**config.mk**
```make
export PLATFORM = sky130hd
export DESIGN_NAME = ncc_core
export DESIGN_NICKNAME = d
export VERILOG_FILES = /design/src/ncc_pkg.sv /design/src/ncc_core.sv
export SDC_FILE = /design/constraint.sdc
export NUM_CORES = 1
export LEC_CHECK = 0
export BUFFER_PORTS_ARGS = -buffer_cell sky130_fd_sc_hd__buf_2
export CAP_MARGIN = 20
export CORE_MARGIN = 10
export CORE_UTILIZATION = 40
export DETAILED_ROUTE_END_ITERATION = 7
export PLACE_DENSITY = 0.59
export SYNTH_ARGS = -nofsm -noshare
export SYNTH_HDL_FRONTEND = slang
export SYNTH_SLANG_ARGS = --single-unit
```
**constraint.sdc**
```tcl
create_clock -name clock -period 8 [get_ports clock]
set_clock_uncertainty 0.15 [all_clocks]
set_input_delay 0.8 -clock clock [delete_from_list [all_inputs] [get_ports clock]]
set_output_delay 0.8 -clock clock [all_outputs]
set_load 0.01 [all_outputs]
```
**src/ncc_pkg.sv**
```systemverilog
// Constants, opcodes and state type of the nibble core control.
// Assumes one 200 MHz clock; instruction encoding is local to this core.
package ncc_pkg;
  // Timing
  localparam int          CYCLE_CLOCKS = 16;
  localparam logic [3:0]  CYC_LAST     = 4'(CYCLE_CLOCKS - 1);
  // Vectors and program space
  localparam logic [11:0] RESET_VECTOR = 12'h000;
  localparam logic [11:0] CONV_VECTOR  = 12'h001;
  localparam logic [11:0] TIMER_VECTOR = 12'h002;
  localparam logic [11:0] PIN_VECTOR   = 12'h004;
  localparam logic [11:0] ROM_LAST     = 12'h3FF;
  // Data space
  localparam logic [6:0]  ADDR_IE       = 7'h00;
  localparam logic [6:0]  ADDR_IRQ      = 7'h01;
  localparam logic [6:0]  ADDR_TBR      = 7'h0E;
  localparam logic [6:0]  ADDR_INDIRECT = 7'h0F;
  localparam logic [6:0]  ADDR_PTR_LO   = 7'h10;
  localparam logic [6:0]  ADDR_PTR_MID  = 7'h11;
  localparam logic [6:0]  ADDR_PTR_HI   = 7'h12;
  localparam logic [6:0]  DMEM_FIRST    = 7'h20;
  localparam logic [6:0]  DMEM_LAST     = 7'h7F;
  localparam int          DMEM_WORDS    = 128;
  // Interrupt flag layout
  localparam int          BIT_CONV   = 3;
  localparam int          BIT_TIMER  = 2;
  localparam int          BIT_PIN    = 0;
  localparam logic [3:0]  FLAG_MASK  = 4'hD;
  localparam logic [3:0]  FLAG_RESET = 4'h0;
  // Stack
  localparam int          STACK_DEPTH = 4;
  localparam int          STACK_W     = 13;
  // Instruction classes, bits 15:14
  localparam logic [1:0]  CLS_REG = 2'h0, CLS_IMM = 2'h1, CLS_BR = 2'h2, CLS_CTL = 2'h3;
  // Register ops, bits 13:10
  localparam logic [3:0]  OP_ADC = 4'h0, OP_SBC = 4'h1, OP_ADD = 4'h2, OP_SUB = 4'h3;
  localparam logic [3:0]  OP_AND = 4'h4, OP_EOR = 4'h5, OP_OR = 4'h6, OP_DAA = 4'h7;
  localparam logic [3:0]  OP_DAS = 4'h8, OP_SHR = 4'h9, OP_LDA = 4'hA, OP_STA = 4'hB;
  // Immediate ops, bits 13:11
  localparam logic [2:0]  IM_ADI = 3'h0, IM_SBI = 3'h1, IM_AND = 3'h2, IM_EOR = 3'h3;
  localparam logic [2:0]  IM_OR  = 3'h4;
  // Control ops, bits 13:12, misc bits 11:10
  localparam logic [1:0]  CT_JMP = 2'h0, CT_CALL = 2'h1, CT_MISC = 2'h2, CT_HALT = 2'h3;
  localparam logic [1:0]  MS_TABLE_JUMP = 2'h0, MS_RETURN_WITH_CONSTANT = 2'h1, MS_RETURN_FROM_INTERRUPT = 2'h2;
  localparam logic [15:0] NOP_WORD = 16'hEC00;
  // Decimal adjust
  localparam logic [3:0]  BCD_LIMIT = 4'h9, BCD_FIX = 4'h6, BCD_FIX_SUB = 4'hA;
  // Core states, Gray along start, run, sleep
  typedef enum logic [1:0] {ST_START = 2'b00, ST_RUN = 2'b01, ST_SLEEP = 2'b11} ncc_state_t;
endpackage

```
**src/ncc_core.sv**
```systemverilog
// Control core of a 4-bit controller: PC, ALU, carry, stack, pointer, flags.
// Assumes a synchronous ROM answering within one instruction cycle and
// peripheral event pulses on the same clock.
// Operation
// - Twelve-bit program counter: page bit on top, eleven-bit incrementer below.
// - Unconditional jump loads the page bit too, reaching above 2K.
// - Program counter addresses at most 4K words.
// - Carry takes the carry or borrow of each arithmetic operation.
// - Call and interrupt push carry; interrupt return restores it; constant return not.
// - ALU: add, subtract, decimal adjust, logic, branches on bits, zero, carry, shift.
// - Four-bit accumulator holds results; moves to and from registers and memory.
// - Table jump goes to PC upper four bits, table nibble, accumulator.
// - Constant return loads word bits 7-4 to table nibble, 3-0 to accumulator.
// - Pointer is high three, middle three and low four bits, ten total.
// - Indirect window reads and writes memory addressed by the pointer.
// - Stack holds four 13-bit entries, carry on top; pushes, pops last-first.
// - A fifth nesting level silently drops the oldest entry.
// - Memory and registers keep their contents while the core sleeps.
// - Registers at 000-01F, data memory at 020-07F, directly addressable.
// - Program memory is 1024 words of 16 bits at 000-3FF.
// - Vectors: reset 000, converter 001, timer 002, pin 004; 003 unused.
// - Enable flags: converter bit 3, timer bit 2, pin bit 0.
// - Request flags at 01, same bits, readable and writable.
// - One instruction takes sixteen clock periods.
// - Reset starts the program counter at 000.
// - Enabled pending request pushes PC and carry, vectors, clears all enables.
// - Reset clears enable and request flags.
`timescale 1ns/100ps
module ncc_core (
  // Clock and reset
  input  wire logic                 clock,
  input  wire logic                 rst_b,
  // Program memory
  output logic [11:0]               rom_addr,
  input  wire logic [15:0]          rom_data,
  // Peripheral events, one-cycle pulses
  input  wire logic                 conv_event,
  input  wire logic                 timer_event,
  input  wire logic                 pin_event,
  // Core state
  output logic [3:0]                accumulator_nibble,
  output logic                      carry_flag,
  output logic                      core_asleep
);
  import ncc_pkg::*;

  ncc_state_t          state_reg;
  logic [3:0]          div_reg;
  logic                cyc_en;
  logic [11:0]         pc_reg;
  logic [3:0]          ac_reg;
  logic                cy_reg;
  logic [3:0]          ie_reg;
  logic [3:0]          irq_reg;
  logic [3:0]          tbr_reg;
  logic [3:0]          ptr_lo_reg;
  logic [2:0]          ptr_mid_reg;
  logic [2:0]          ptr_hi_reg;
  logic [STACK_W-1:0]  stk_reg [0:STACK_DEPTH-1];
  logic [3:0]          dmem [0:DMEM_WORDS-1];
  logic [15:0]         instr;
  logic [9:0]          eff_addr;
  logic [3:0]          m;
  logic [3:0]          imm;
  logic [4:0]          sum;
  logic [3:0]          ac_next;
  logic                cy_next;
  logic [11:0]         pc_next;
  logic                push;
  logic                pop;
  logic [STACK_W-1:0]  push_val;
  logic                wr_en;
  logic [3:0]          wr_data;
  logic                tbr_load;
  logic                halt;
  logic                exec;
  logic                take_int;
  logic [3:0]          pend;
  logic [3:0]          taken;
  logic [11:0]         vec;
  logic                op_jmp;
  logic                op_table_jump;
  logic                op_return_with_constant;
  logic                op_return_from_interrupt;
  logic                op_step;
  logic                mem_we;
  logic                sys_we;

  // Memory range test, shared by the read and write paths
  function automatic logic in_dmem(input logic [9:0] a);
    return (a >= {3'h0, DMEM_FIRST}) && (a <= {3'h0, DMEM_LAST});
  endfunction

  // System register read decode; unmapped and unused bits read zero
  function automatic logic [3:0] sys_read(input logic [6:0] a);
    if (a == ADDR_IE) return ie_reg;
    else if (a == ADDR_IRQ) return irq_reg;
    else if (a == ADDR_TBR) return tbr_reg;
    else if (a == ADDR_PTR_LO) return ptr_lo_reg;
    else if (a == ADDR_PTR_MID) return {1'b0, ptr_mid_reg};
    else if (a == ADDR_PTR_HI) return {1'b0, ptr_hi_reg};
    else return 4'h0;
  endfunction

  // Instruction cycle divider
  always_ff @(posedge clock or negedge rst_b) begin
    if (!rst_b) begin
      div_reg <= 4'h0;
      cyc_en  <= 1'b0;
    end else begin
      div_reg <= (div_reg == CYC_LAST) ? 4'h0 : div_reg + 4'h1;
      cyc_en  <= (div_reg == CYC_LAST);
    end
  end

  assign exec = cyc_en && (state_reg == ST_RUN);

  // Interrupt arbitration, lowest vector first
  always_comb begin
    pend  = ie_reg & irq_reg;
    vec   = PIN_VECTOR;
    taken = 4'h0;
    if (pend[BIT_CONV]) begin
      vec = CONV_VECTOR;
      taken[BIT_CONV] = 1'b1;
    end else if (pend[BIT_TIMER]) begin
      vec = TIMER_VECTOR;
      taken[BIT_TIMER] = 1'b1;
    end else if (pend[BIT_PIN]) begin
      vec = PIN_VECTOR;
      taken[BIT_PIN] = 1'b1;
    end
    take_int = exec && (|pend);
    if (!take_int) taken = 4'h0;
  end

  // Fetch, operand access, ALU and sequencing
  always_comb begin
    instr    = (pc_reg > ROM_LAST) ? NOP_WORD : rom_data;
    imm      = instr[10:7];
    eff_addr = (instr[6:0] == ADDR_INDIRECT) ?
               {ptr_hi_reg, ptr_mid_reg, ptr_lo_reg} : {3'h0, instr[6:0]};
    if (in_dmem(eff_addr)) m = dmem[eff_addr[6:0]];
    else if (eff_addr < {3'h0, DMEM_FIRST}) m = sys_read(eff_addr[6:0]);
    else m = 4'h0;
    sum      = 5'h00;
    ac_next  = ac_reg;
    cy_next  = cy_reg;
    wr_en    = 1'b0;
    wr_data  = ac_reg;
    tbr_load = 1'b0;
    halt     = 1'b0;
    push     = 1'b0;
    pop      = 1'b0;
    op_jmp   = 1'b0;
    op_table_jump  = 1'b0;
    op_return_with_constant  = 1'b0;
    op_return_from_interrupt  = 1'b0;
    op_step  = 1'b0;
    pc_next  = {pc_reg[11], pc_reg[10:0] + 11'h001};
    push_val = {cy_reg, pc_next};
    if (take_int) begin
      pc_next  = vec;
      push     = 1'b1;
      push_val = {cy_reg, pc_reg};
    end else begin
      case (instr[15:14])
        CLS_REG: begin
          op_step = 1'b1;
          case (instr[13:10])
            OP_ADC: sum = {1'b0, ac_reg} + {1'b0, m} + {4'h0, cy_reg};
            OP_SBC: sum = {1'b0, ac_reg} + {1'b0, ~m} + {4'h0, cy_reg};
            OP_ADD: sum = {1'b0, ac_reg} + {1'b0, m};
            OP_SUB: sum = {1'b0, ac_reg} + {1'b0, ~m} + 5'h01;
            default: sum = 5'h00;
          endcase
          case (instr[13:10])
            OP_ADC, OP_SBC, OP_ADD, OP_SUB: begin
              ac_next = sum[3:0];
              cy_next = sum[4];
            end
            OP_AND: ac_next = ac_reg & m;
            OP_EOR: ac_next = ac_reg ^ m;
            OP_OR:  ac_next = ac_reg | m;
            OP_DAA: if (ac_reg > BCD_LIMIT || cy_reg) begin
              ac_next = ac_reg + BCD_FIX;
              cy_next = 1'b1;
            end
            OP_DAS: if (ac_reg > BCD_LIMIT || !cy_reg) begin
              ac_next = ac_reg + BCD_FIX_SUB;
              cy_next = 1'b0;
            end
            OP_SHR: begin
              ac_next = {1'b0, ac_reg[3:1]};
              cy_next = ac_reg[0];
            end
            OP_LDA: ac_next = m;
            OP_STA: wr_en = 1'b1;
            default: ac_next = ac_reg;
          endcase
        end
        CLS_IMM: begin
          op_step = 1'b1;
          case (instr[13:11])
            IM_ADI: begin
              sum     = {1'b0, m} + {1'b0, imm};
              ac_next = sum[3:0];
              cy_next = sum[4];
            end
            IM_SBI: begin
              sum     = {1'b0, m} + {1'b0, ~imm} + 5'h01;
              ac_next = sum[3:0];
              cy_next = sum[4];
            end
            IM_AND: begin
              wr_en   = 1'b1;
              wr_data = m & imm;
            end
            IM_EOR: begin
              wr_en   = 1'b1;
              wr_data = m ^ imm;
            end
            IM_OR: begin
              wr_en   = 1'b1;
              wr_data = m | imm;
            end
            default: wr_en = 1'b0;
          endcase
        end
        CLS_BR: begin
          case (instr[13:11])
            3'h0, 3'h1, 3'h2, 3'h3: halt = ac_reg[instr[12:11]];
            3'h4: halt = (ac_reg == 4'h0);
            3'h5: halt = (ac_reg != 4'h0);
            3'h6: halt = cy_reg;
            default: halt = !cy_reg;
          endcase
          if (halt) pc_next = {pc_reg[11], instr[10:0]};
          else op_step = 1'b1;
          halt = 1'b0;
        end
        default: begin
          case (instr[13:12])
            CT_JMP: begin
              op_jmp  = 1'b1;
              pc_next = instr[11:0];
            end
            CT_CALL: begin
              push    = 1'b1;
              pc_next = {pc_reg[11], instr[10:0]};
            end
            CT_MISC: begin
              case (instr[11:10])
                MS_TABLE_JUMP: begin
                  op_table_jump = 1'b1;
                  pc_next = {pc_reg[11:8], tbr_reg, ac_reg};
                end
                MS_RETURN_WITH_CONSTANT: begin
                  op_return_with_constant  = 1'b1;
                  pop      = 1'b1;
                  pc_next  = stk_reg[0][11:0];
                  tbr_load = 1'b1;
                  ac_next  = instr[3:0];
                end
                MS_RETURN_FROM_INTERRUPT: begin
                  op_return_from_interrupt = 1'b1;
                  pop     = 1'b1;
                  pc_next = stk_reg[0][11:0];
                  cy_next = stk_reg[0][STACK_W-1];
                end
                default: op_step = 1'b1;
              endcase
            end
            default: begin
              halt    = 1'b1;
              op_step = 1'b1;
            end
          endcase
        end
      endcase
    end
    mem_we = exec && !take_int && wr_en && in_dmem(eff_addr);
    sys_we = exec && !take_int && wr_en && (eff_addr < {3'h0, DMEM_FIRST});
  end

  // Core state; top state bit marks sleep
  always_ff @(posedge clock or negedge rst_b) begin
    if (!rst_b) state_reg <= ST_START;
    else if (cyc_en) begin
      case (state_reg)
        ST_START: state_reg <= ST_RUN;
        ST_RUN:   if (!take_int && halt) state_reg <= ST_SLEEP;
        ST_SLEEP: if (|irq_reg) state_reg <= ST_RUN;
        default:  state_reg <= ST_START;
      endcase
    end
  end

  // Program counter and stack
  always_ff @(posedge clock or negedge rst_b) begin
    if (!rst_b) begin
      pc_reg <= RESET_VECTOR;
      for (int i = 0; i < STACK_DEPTH; i++) stk_reg[i] <= '0;
    end else if (exec) begin
      pc_reg <= pc_next;
      if (push) begin
        stk_reg[0] <= push_val;
        for (int i = 1; i < STACK_DEPTH; i++) stk_reg[i] <= stk_reg[i-1];
      end else if (pop) begin
        for (int i = 0; i < STACK_DEPTH - 1; i++) stk_reg[i] <= stk_reg[i+1];
      end
    end
  end

  // Accumulator and carry
  always_ff @(posedge clock or negedge rst_b) begin
    if (!rst_b) begin
      ac_reg <= 4'h0;
      cy_reg <= 1'b0;
    end else if (exec && !take_int) begin
      ac_reg <= ac_next;
      cy_reg <= cy_next;
    end
  end

  // Interrupt flags; hardware set wins over software clear
  always_ff @(posedge clock or negedge rst_b) begin
    if (!rst_b) begin
      ie_reg  <= FLAG_RESET;
      irq_reg <= FLAG_RESET;
    end else begin
      if (take_int) ie_reg <= FLAG_RESET;
      else if (sys_we && eff_addr[6:0] == ADDR_IE) ie_reg <= wr_data & FLAG_MASK;
      irq_reg <= (((sys_we && eff_addr[6:0] == ADDR_IRQ) ? wr_data : irq_reg) & ~taken
                  | {conv_event, timer_event, 1'b0, pin_event}) & FLAG_MASK;
    end
  end

  // Table nibble and pointer
  always_ff @(posedge clock or negedge rst_b) begin
    if (!rst_b) begin
      tbr_reg     <= 4'h0;
      ptr_lo_reg  <= 4'h0;
      ptr_mid_reg <= 3'h0;
      ptr_hi_reg  <= 3'h0;
    end else if (exec && !take_int) begin
      if (tbr_load) tbr_reg <= instr[7:4];
      else if (sys_we && eff_addr[6:0] == ADDR_TBR) tbr_reg <= wr_data;
      if (sys_we && eff_addr[6:0] == ADDR_PTR_LO) ptr_lo_reg <= wr_data;
      if (sys_we && eff_addr[6:0] == ADDR_PTR_MID) ptr_mid_reg <= wr_data[2:0];
      if (sys_we && eff_addr[6:0] == ADDR_PTR_HI) ptr_hi_reg <= wr_data[2:0];
    end
  end

  // Data memory, no reset, kept through sleep
  always_ff @(posedge clock) begin
    if (mem_we) dmem[eff_addr[6:0]] <= wr_data;
  end

  assign rom_addr           = pc_reg;
  assign accumulator_nibble = ac_reg;
  assign carry_flag         = cy_reg;
  assign core_asleep        = state_reg[1];
endmodule // ncc_core

```
; Word-level counts from Yosys, hierarchy flattened
; Memories as Yosys holds them, arrays and structs flattened.
; Cells that the tools add are included.
[word_totals]
mem_count = 1
inputBits = 21
ramBits = 512
ff_bits = 97
out_inout_bits = 18
word_cells = 229
[op_classes]
n_mux = 79
bitwise_logic = 14
n_addsub = 12
reduce_logical = 54
magnitude_cmp = 6
n_eq_ne = 45
[memory_table]
columns = memory, depth, width, read_ports, rd_ports_with_merged_regs, write_ports, line
row1 = dmem, 128, 4, 1, 0, 1, ncc_core.sv:60  ; logic [3:0] dmem [0:DMEM_WORDS-1];
[op_table]
columns = operator, count
row1 = $mux W39, 2
row2 = $mux W4, 19
row3 = $pmux W12 S2, 2
row4 = $pmux W12 S3, 1
row5 = $mux W1, 32
row6 = $pmux W4 S8, 1
row7 = $mux W12, 2
row8 = $pmux W4 S3, 2
row9 = $mux W11, 2
row10 = $eq A7 B5 Y1 const B, 3
row11 = $add A4 B4 Y5, 4
row12 = $eq A4 B4 Y1 const B, 5
row13 = $pmux W5 S4, 1
row14 = $reduce_and A9 Y1, 2
row15 = $and A4 B4 Y4, 4
row16 = $eq A4 B3 Y1 const B, 4
row17 = $mux W16, 1
row18 = $eq A7 B4 Y1 const B, 2
row19 = $logic_and A1 B1 Y1, 14
row20 = $reduce_and A2 Y1, 7
row21 = $gt A12 B10 Y1 const B, 1
row22 = $ne A3 B3 Y1 const B, 4
row23 = $not A4 Y4, 3
row24 = $or A4 B4 Y4, 3
row25 = 50 further kinds, 89

; Logic depth before layout (Yosys ltp)
[depth]
word_depth = 20
depth_mapped = 24

; Worst setup path after synthesis
; OpenSTA, ideal clock, no wires.
[synth_path]
path_type = input port to flip-flop
start = input rom_data[6]
end = memory dmem[100][1], data pin
slack_ns = 0.313
arrival_time_ns = 6.797
cell_stages = 18
n_path_buf = 5
setup_time_ns = 0.740
path_cell_list = buf_2 > and4b_1 > buf_2 > a31oi_1 > buf_2 > buf_4 > buf_4 > o22ai_1 > nor3_1 > nor3_1 > o41ai_1 > nand2_1 > o31ai_1 > ha_1 > nand2_1 > o21ai_0 > a221oi_1 > a21oi_1
[synth_between]
elab_chain_cells = 16
[synth_rtl]
columns = item, line
row1 = "start, declared", ncc_core.sv:35  ; input wire logic [15:0] rom_data,
row2 = $mux W16 (*), ncc_core.sv:139  ; instr = (pc_reg > ROM_LAST) ? NOP_WORD : rom_data;
row3 = $eq A7 B4 Y1, ncc_core.sv:141  ; eff_addr = (instr[6:0] == ADDR_INDIRECT) ?
row4 = $mux W10 (*), ncc_core.sv:141
row5 = $eq A7 B5 Y1, ncc_core.sv:101  ; else if (a == ADDR_PTR_HI) return {1'b0, ptr_hi_reg};
row6 = $mux W3, ncc_core.sv:101
row7 = $mux W3, ncc_core.sv:100  ; else if (a == ADDR_PTR_MID) return {1'b0, ptr_mid_reg};
row8 = $mux W4, ncc_core.sv:99  ; else if (a == ADDR_PTR_LO) return ptr_lo_reg;
row9 = $mux W4, ncc_core.sv:98  ; else if (a == ADDR_TBR) return tbr_reg;
row10 = $mux W4, ncc_core.sv:97  ; else if (a == ADDR_IRQ) return irq_reg;
row11 = $mux W4, ncc_core.sv:96  ; if (a == ADDR_IE) return ie_reg;
row12 = $mux W4, ncc_core.sv:144  ; else if (eff_addr < {3'h0, DMEM_FIRST}) m = sys_read(eff_addr[6:0]);
row13 = $mux W4 (*), ncc_core.sv:143  ; if (in_dmem(eff_addr)) m = dmem[eff_addr[6:0]];
row14 = $or A4 B4 Y4 (tied with other cells), ncc_core.sv:225  ; wr_data = m | imm;
row15 = $pmux W4 S3 (*), ncc_core.sv:204  ; case (instr[13:11])
row16 = $mux W4 (*), ncc_core.sv:167  ; case (instr[15:14])
row17 = $mux W4 (*), ncc_core.sv:162  ; if (take_int) begin
row18 = net wr_data[1], ncc_core.sv:73  ; logic [3:0] wr_data;
row19 = "end, declared", ncc_core.sv:60
; Mark *: on every way through the listed nets, which the timed path passes. The rest lies on a longest branch.

; Final worst setup path
[layout_path]
start = register pc_reg[11] (netlist: rom_addr[11])
end = memory dmem[80][3], data pin
[layout_between]
elab_chain_cells = 15
[layout_rtl]
columns = item, line
row1 = "start, declared", ncc_core.sv:50  ; logic [11:0] pc_reg;
row2 = "start signal, assigned", ncc_core.sv:305  ; pc_reg <= pc_next;
row3 = $gt A12 B10 Y1 (*), ncc_core.sv:139
row4 = $mux W16 (*), ncc_core.sv:139
row5 = "parallel branches: the longest is 11 deep, another holds $mem_v2 Z128 W4", --
row6 = $mux W4 (*), ncc_core.sv:167
row7 = $mux W4 (*), ncc_core.sv:162
row8 = net wr_data[3], ncc_core.sv:73
; Mark *: on every way through the listed nets, which the timed path passes.

==> flow_summary.ini <==
[run_status]
status = finished, final reports clean

[timing]
finalSetupTns_ps = 0
setup_violations = 0
final-max-slew-violation-count = 0
fmax_mhz = 148
fin_crit_sh_pct = 84.6
rsz0062_at_grt = false
worst_pin_slew_ps = 1200
finalHoldViolations = 0
min_period_ps = 6770
max_slew_margin_pct = 19.7

[synth]
yosysTopAreaCellShare_pct = 49.7
async_flop_share_pct = 20.0
yosys_register_bits = 480
ys_warn_count = 0
synth_area_leader_cell = edfxtp_1
syn_area_um2 = 23200
synth_flop_cell = edfxtp_1
ys_seq_area_share_pct = 60.0
synth_top_cells_by_area = edfxtp_1, dfrtp_1, nor2_1
synth_nets = 2158
avgSynthCellArea_um2 = 11.1
synth.distinct_cells = 89
synth_cells = 2098
synth_edf_count = 384

[grt]
grt_max_degree = 101
antenna_found_initial = 3
grt_use_met1_pct = 29.6
met3_usage_pct = 4.63
grt_usage_pct = 23.0
grt_pass1_wl_um = 119000
grt_pass1_vias = 18400
grt.overflow.total = 0
gr-usage-met2_pct = 36.9
busiest_layer = met2

[critical_path]
end_kind = flip-flop
cp.arrival_ps = 7010
crit_required_ps = 8250
crit_type = flip-flop to flip-flop
cp_max_fo = 66
cp-start-kind = flip-flop

[power]
p_leak_nw = 8.93
p_sw_w = 0.00142
pwr-share-seq_pct = 48.3
p_per_area_nw_per_um2 = 217
cell_internal_pwr_w = 0.00427
p_clk_share_pct = 42.2
ir_drop_v = 0.000167
sw_frac_of_total_pct = 25.0
p_comb_share_pct = 9.5

[floorplanning]
start_util_pct = 40.3
boundaryPins = 39
dieHeight_um = 261
chipWidth_um = 261
rows = 88
die_area_um2 = 68100
core_um2 = 57600

[layout]
largest_reg_flops = 384
synthToLayoutAreaGrowth_pct = 13.0
fin_util_pct = 45.6
final_common_cell = edfxtp_1
final_layout_size_suffix_gt1_share_pct = 11.3
final_cell_mix = edfxtp_1, nor2_1, nand2_1
nNetsFinal = 2185

[clock_network]
post-cts-setup-buffers = 0
insertion_delay_ps = 620
cts_tree = built
htreeDepth = 2
cts_resized = 0
cts_buffers = 51
cts.sinks = 480
clockBufferDepth = 3
ctsRootBufferMaster = clkbuf_16
postCtsHoldBufs = 0
path_clk_slew_ps = 70

[drt]
drcViolationCount = 0
dr.first_iter.drc_count = 2158
antenna_left = 0
vias_per_cell = 6.38
wirelength_um = 79800
vias = 18700
firstDrtPassIters = 8
wl_per_cell_um = 27.2

[job]
drv_cap = 0

[placement]
io_buffers = 38
place_congestion = 0.929
hpwl_um = 51900

[worst_hold_path]
holdCritPathClass = primary input to asynchronous set/reset pin
power by group through the flow:
stage                     Sequential (W)  Combinational [W]  Clock (W)
after floorplan                  0.00280           0.000321          0
after global placement           0.00280           0.000527          0
after detailed placement         0.00280           0.000530          0
after CTS                        0.00275           0.000533    0.00243
after global routing             0.00275           0.000585    0.00253
final                            0.00275           0.000543    0.00240
worst paths after layout:
| check | endpoint | slack (ps) | start | depth (start not counted) |
|---|---|---|---|---|
| max in group asynchronous | stk_reg[29] | 6480 | rst_b | 2 |
| min in group clock | irq_reg[2] | 270 | timer_event | 2 |
| worst min register to register | stk_reg[1] | 320 | stk_reg[1] | 2 |
| worst min-delay path | carry_flag | 70 | rst_b | 1 |
| worst max-delay path | dmem[80][3] | 1230 | rom_addr[11] | 19 |
| worst max register to register | dmem[80][3] | 1230 | rom_addr[11] | 19 |
final cells by class:
class,instances,area [um^2]
diodes,3,7.51
repair buffers,108,837
multi-input cells,1440,8630
clock buffers,57,1330
flip-flops and latches,480,13900
well taps,765,957
clock inverters,38,378
inverters,44,165
fillers,5251,31400
Yosys cell counts, types with 10 or more instances:
cell and n:
a211oi_1 10, a21o_1 16, a21oi_1 88, a221oi_1 20, a22oi_1 10, a31oi_1 45, and2_1 10, buf_1 19
buf_2 34, clkbuf_1 74, dfrtp_1 96, edfxtp_1 384, ha_1 34, inv_1 43, mux2_2 17, mux2i_1 14
nand2_1 243, nand2b_1 17, nand3_1 33, nor2_1 257, nor3_1 66, nor3b_1 14, nor4_1 15, o211ai_1 17
o21a_1 11, o21ai_0 118, o21ai_1 11, o221ai_1 40, o22ai_1 114, o31ai_1 12, or3_1 17, xnor2_1 16
xor2_1 13
worst max-delay path, cell delays in order (launching register included):
cell     delay (ps)
dfrtp_1         650
buf_4           310
nor2_4          470
buf_4           550
nand2_1         170
o21a_1          430
a32o_1          420
a31oi_1         190
o22ai_1         180
o41ai_1         540
buf_4           240
and4b_1         330
or2_2           210
ha_1            230
nand2_1          60
o21ai_0         100
a22oi_1         110
o21a_1          270
inv_2           520
buf_12          350
per-layer routing:
metal | up-vias | wire (um)
met5 | - | 31
li1 | 8080 | -
met2 | 1110 | 37200
met4 | 6 | 3860
met3 | 262 | 7730
met1 | 9273 | 31000
per-stage QoR:
stage | std cells | hold slack (ps) | total power [W] | cell area, um^2 | worst slack (ps)
after global routing | 2932 | 103 | 0.00587 | 26200 | 1050
after CTS | 2930 | 89.7 | 0.00571 | 26200 | 1390
after floorplan | 2098 | 294 | 0.00312 | 23200 | 313
after detailed placement | 2835 | 312 | 0.00333 | 24500 | 1040
after global placement | 2834 | 307 | 0.00333 | 24500 | 1100
final | 2935 | 69.8 | 0.00569 | 26200 | 1230
cells by family after synthesis:
group	Yosys count	synth area share [%]
AO/OA/AOI/OAI	613	17.8
XOR/XNOR	29	1.09
adder cells (fa/ha/maj)	39	2.26
buffers and inverters	178	3.20
flip-flops	480	60.0
multiplexers	33	1.57
AND/OR/NAND/NOR	726	14.1
(Power assumes the default switching activity.)
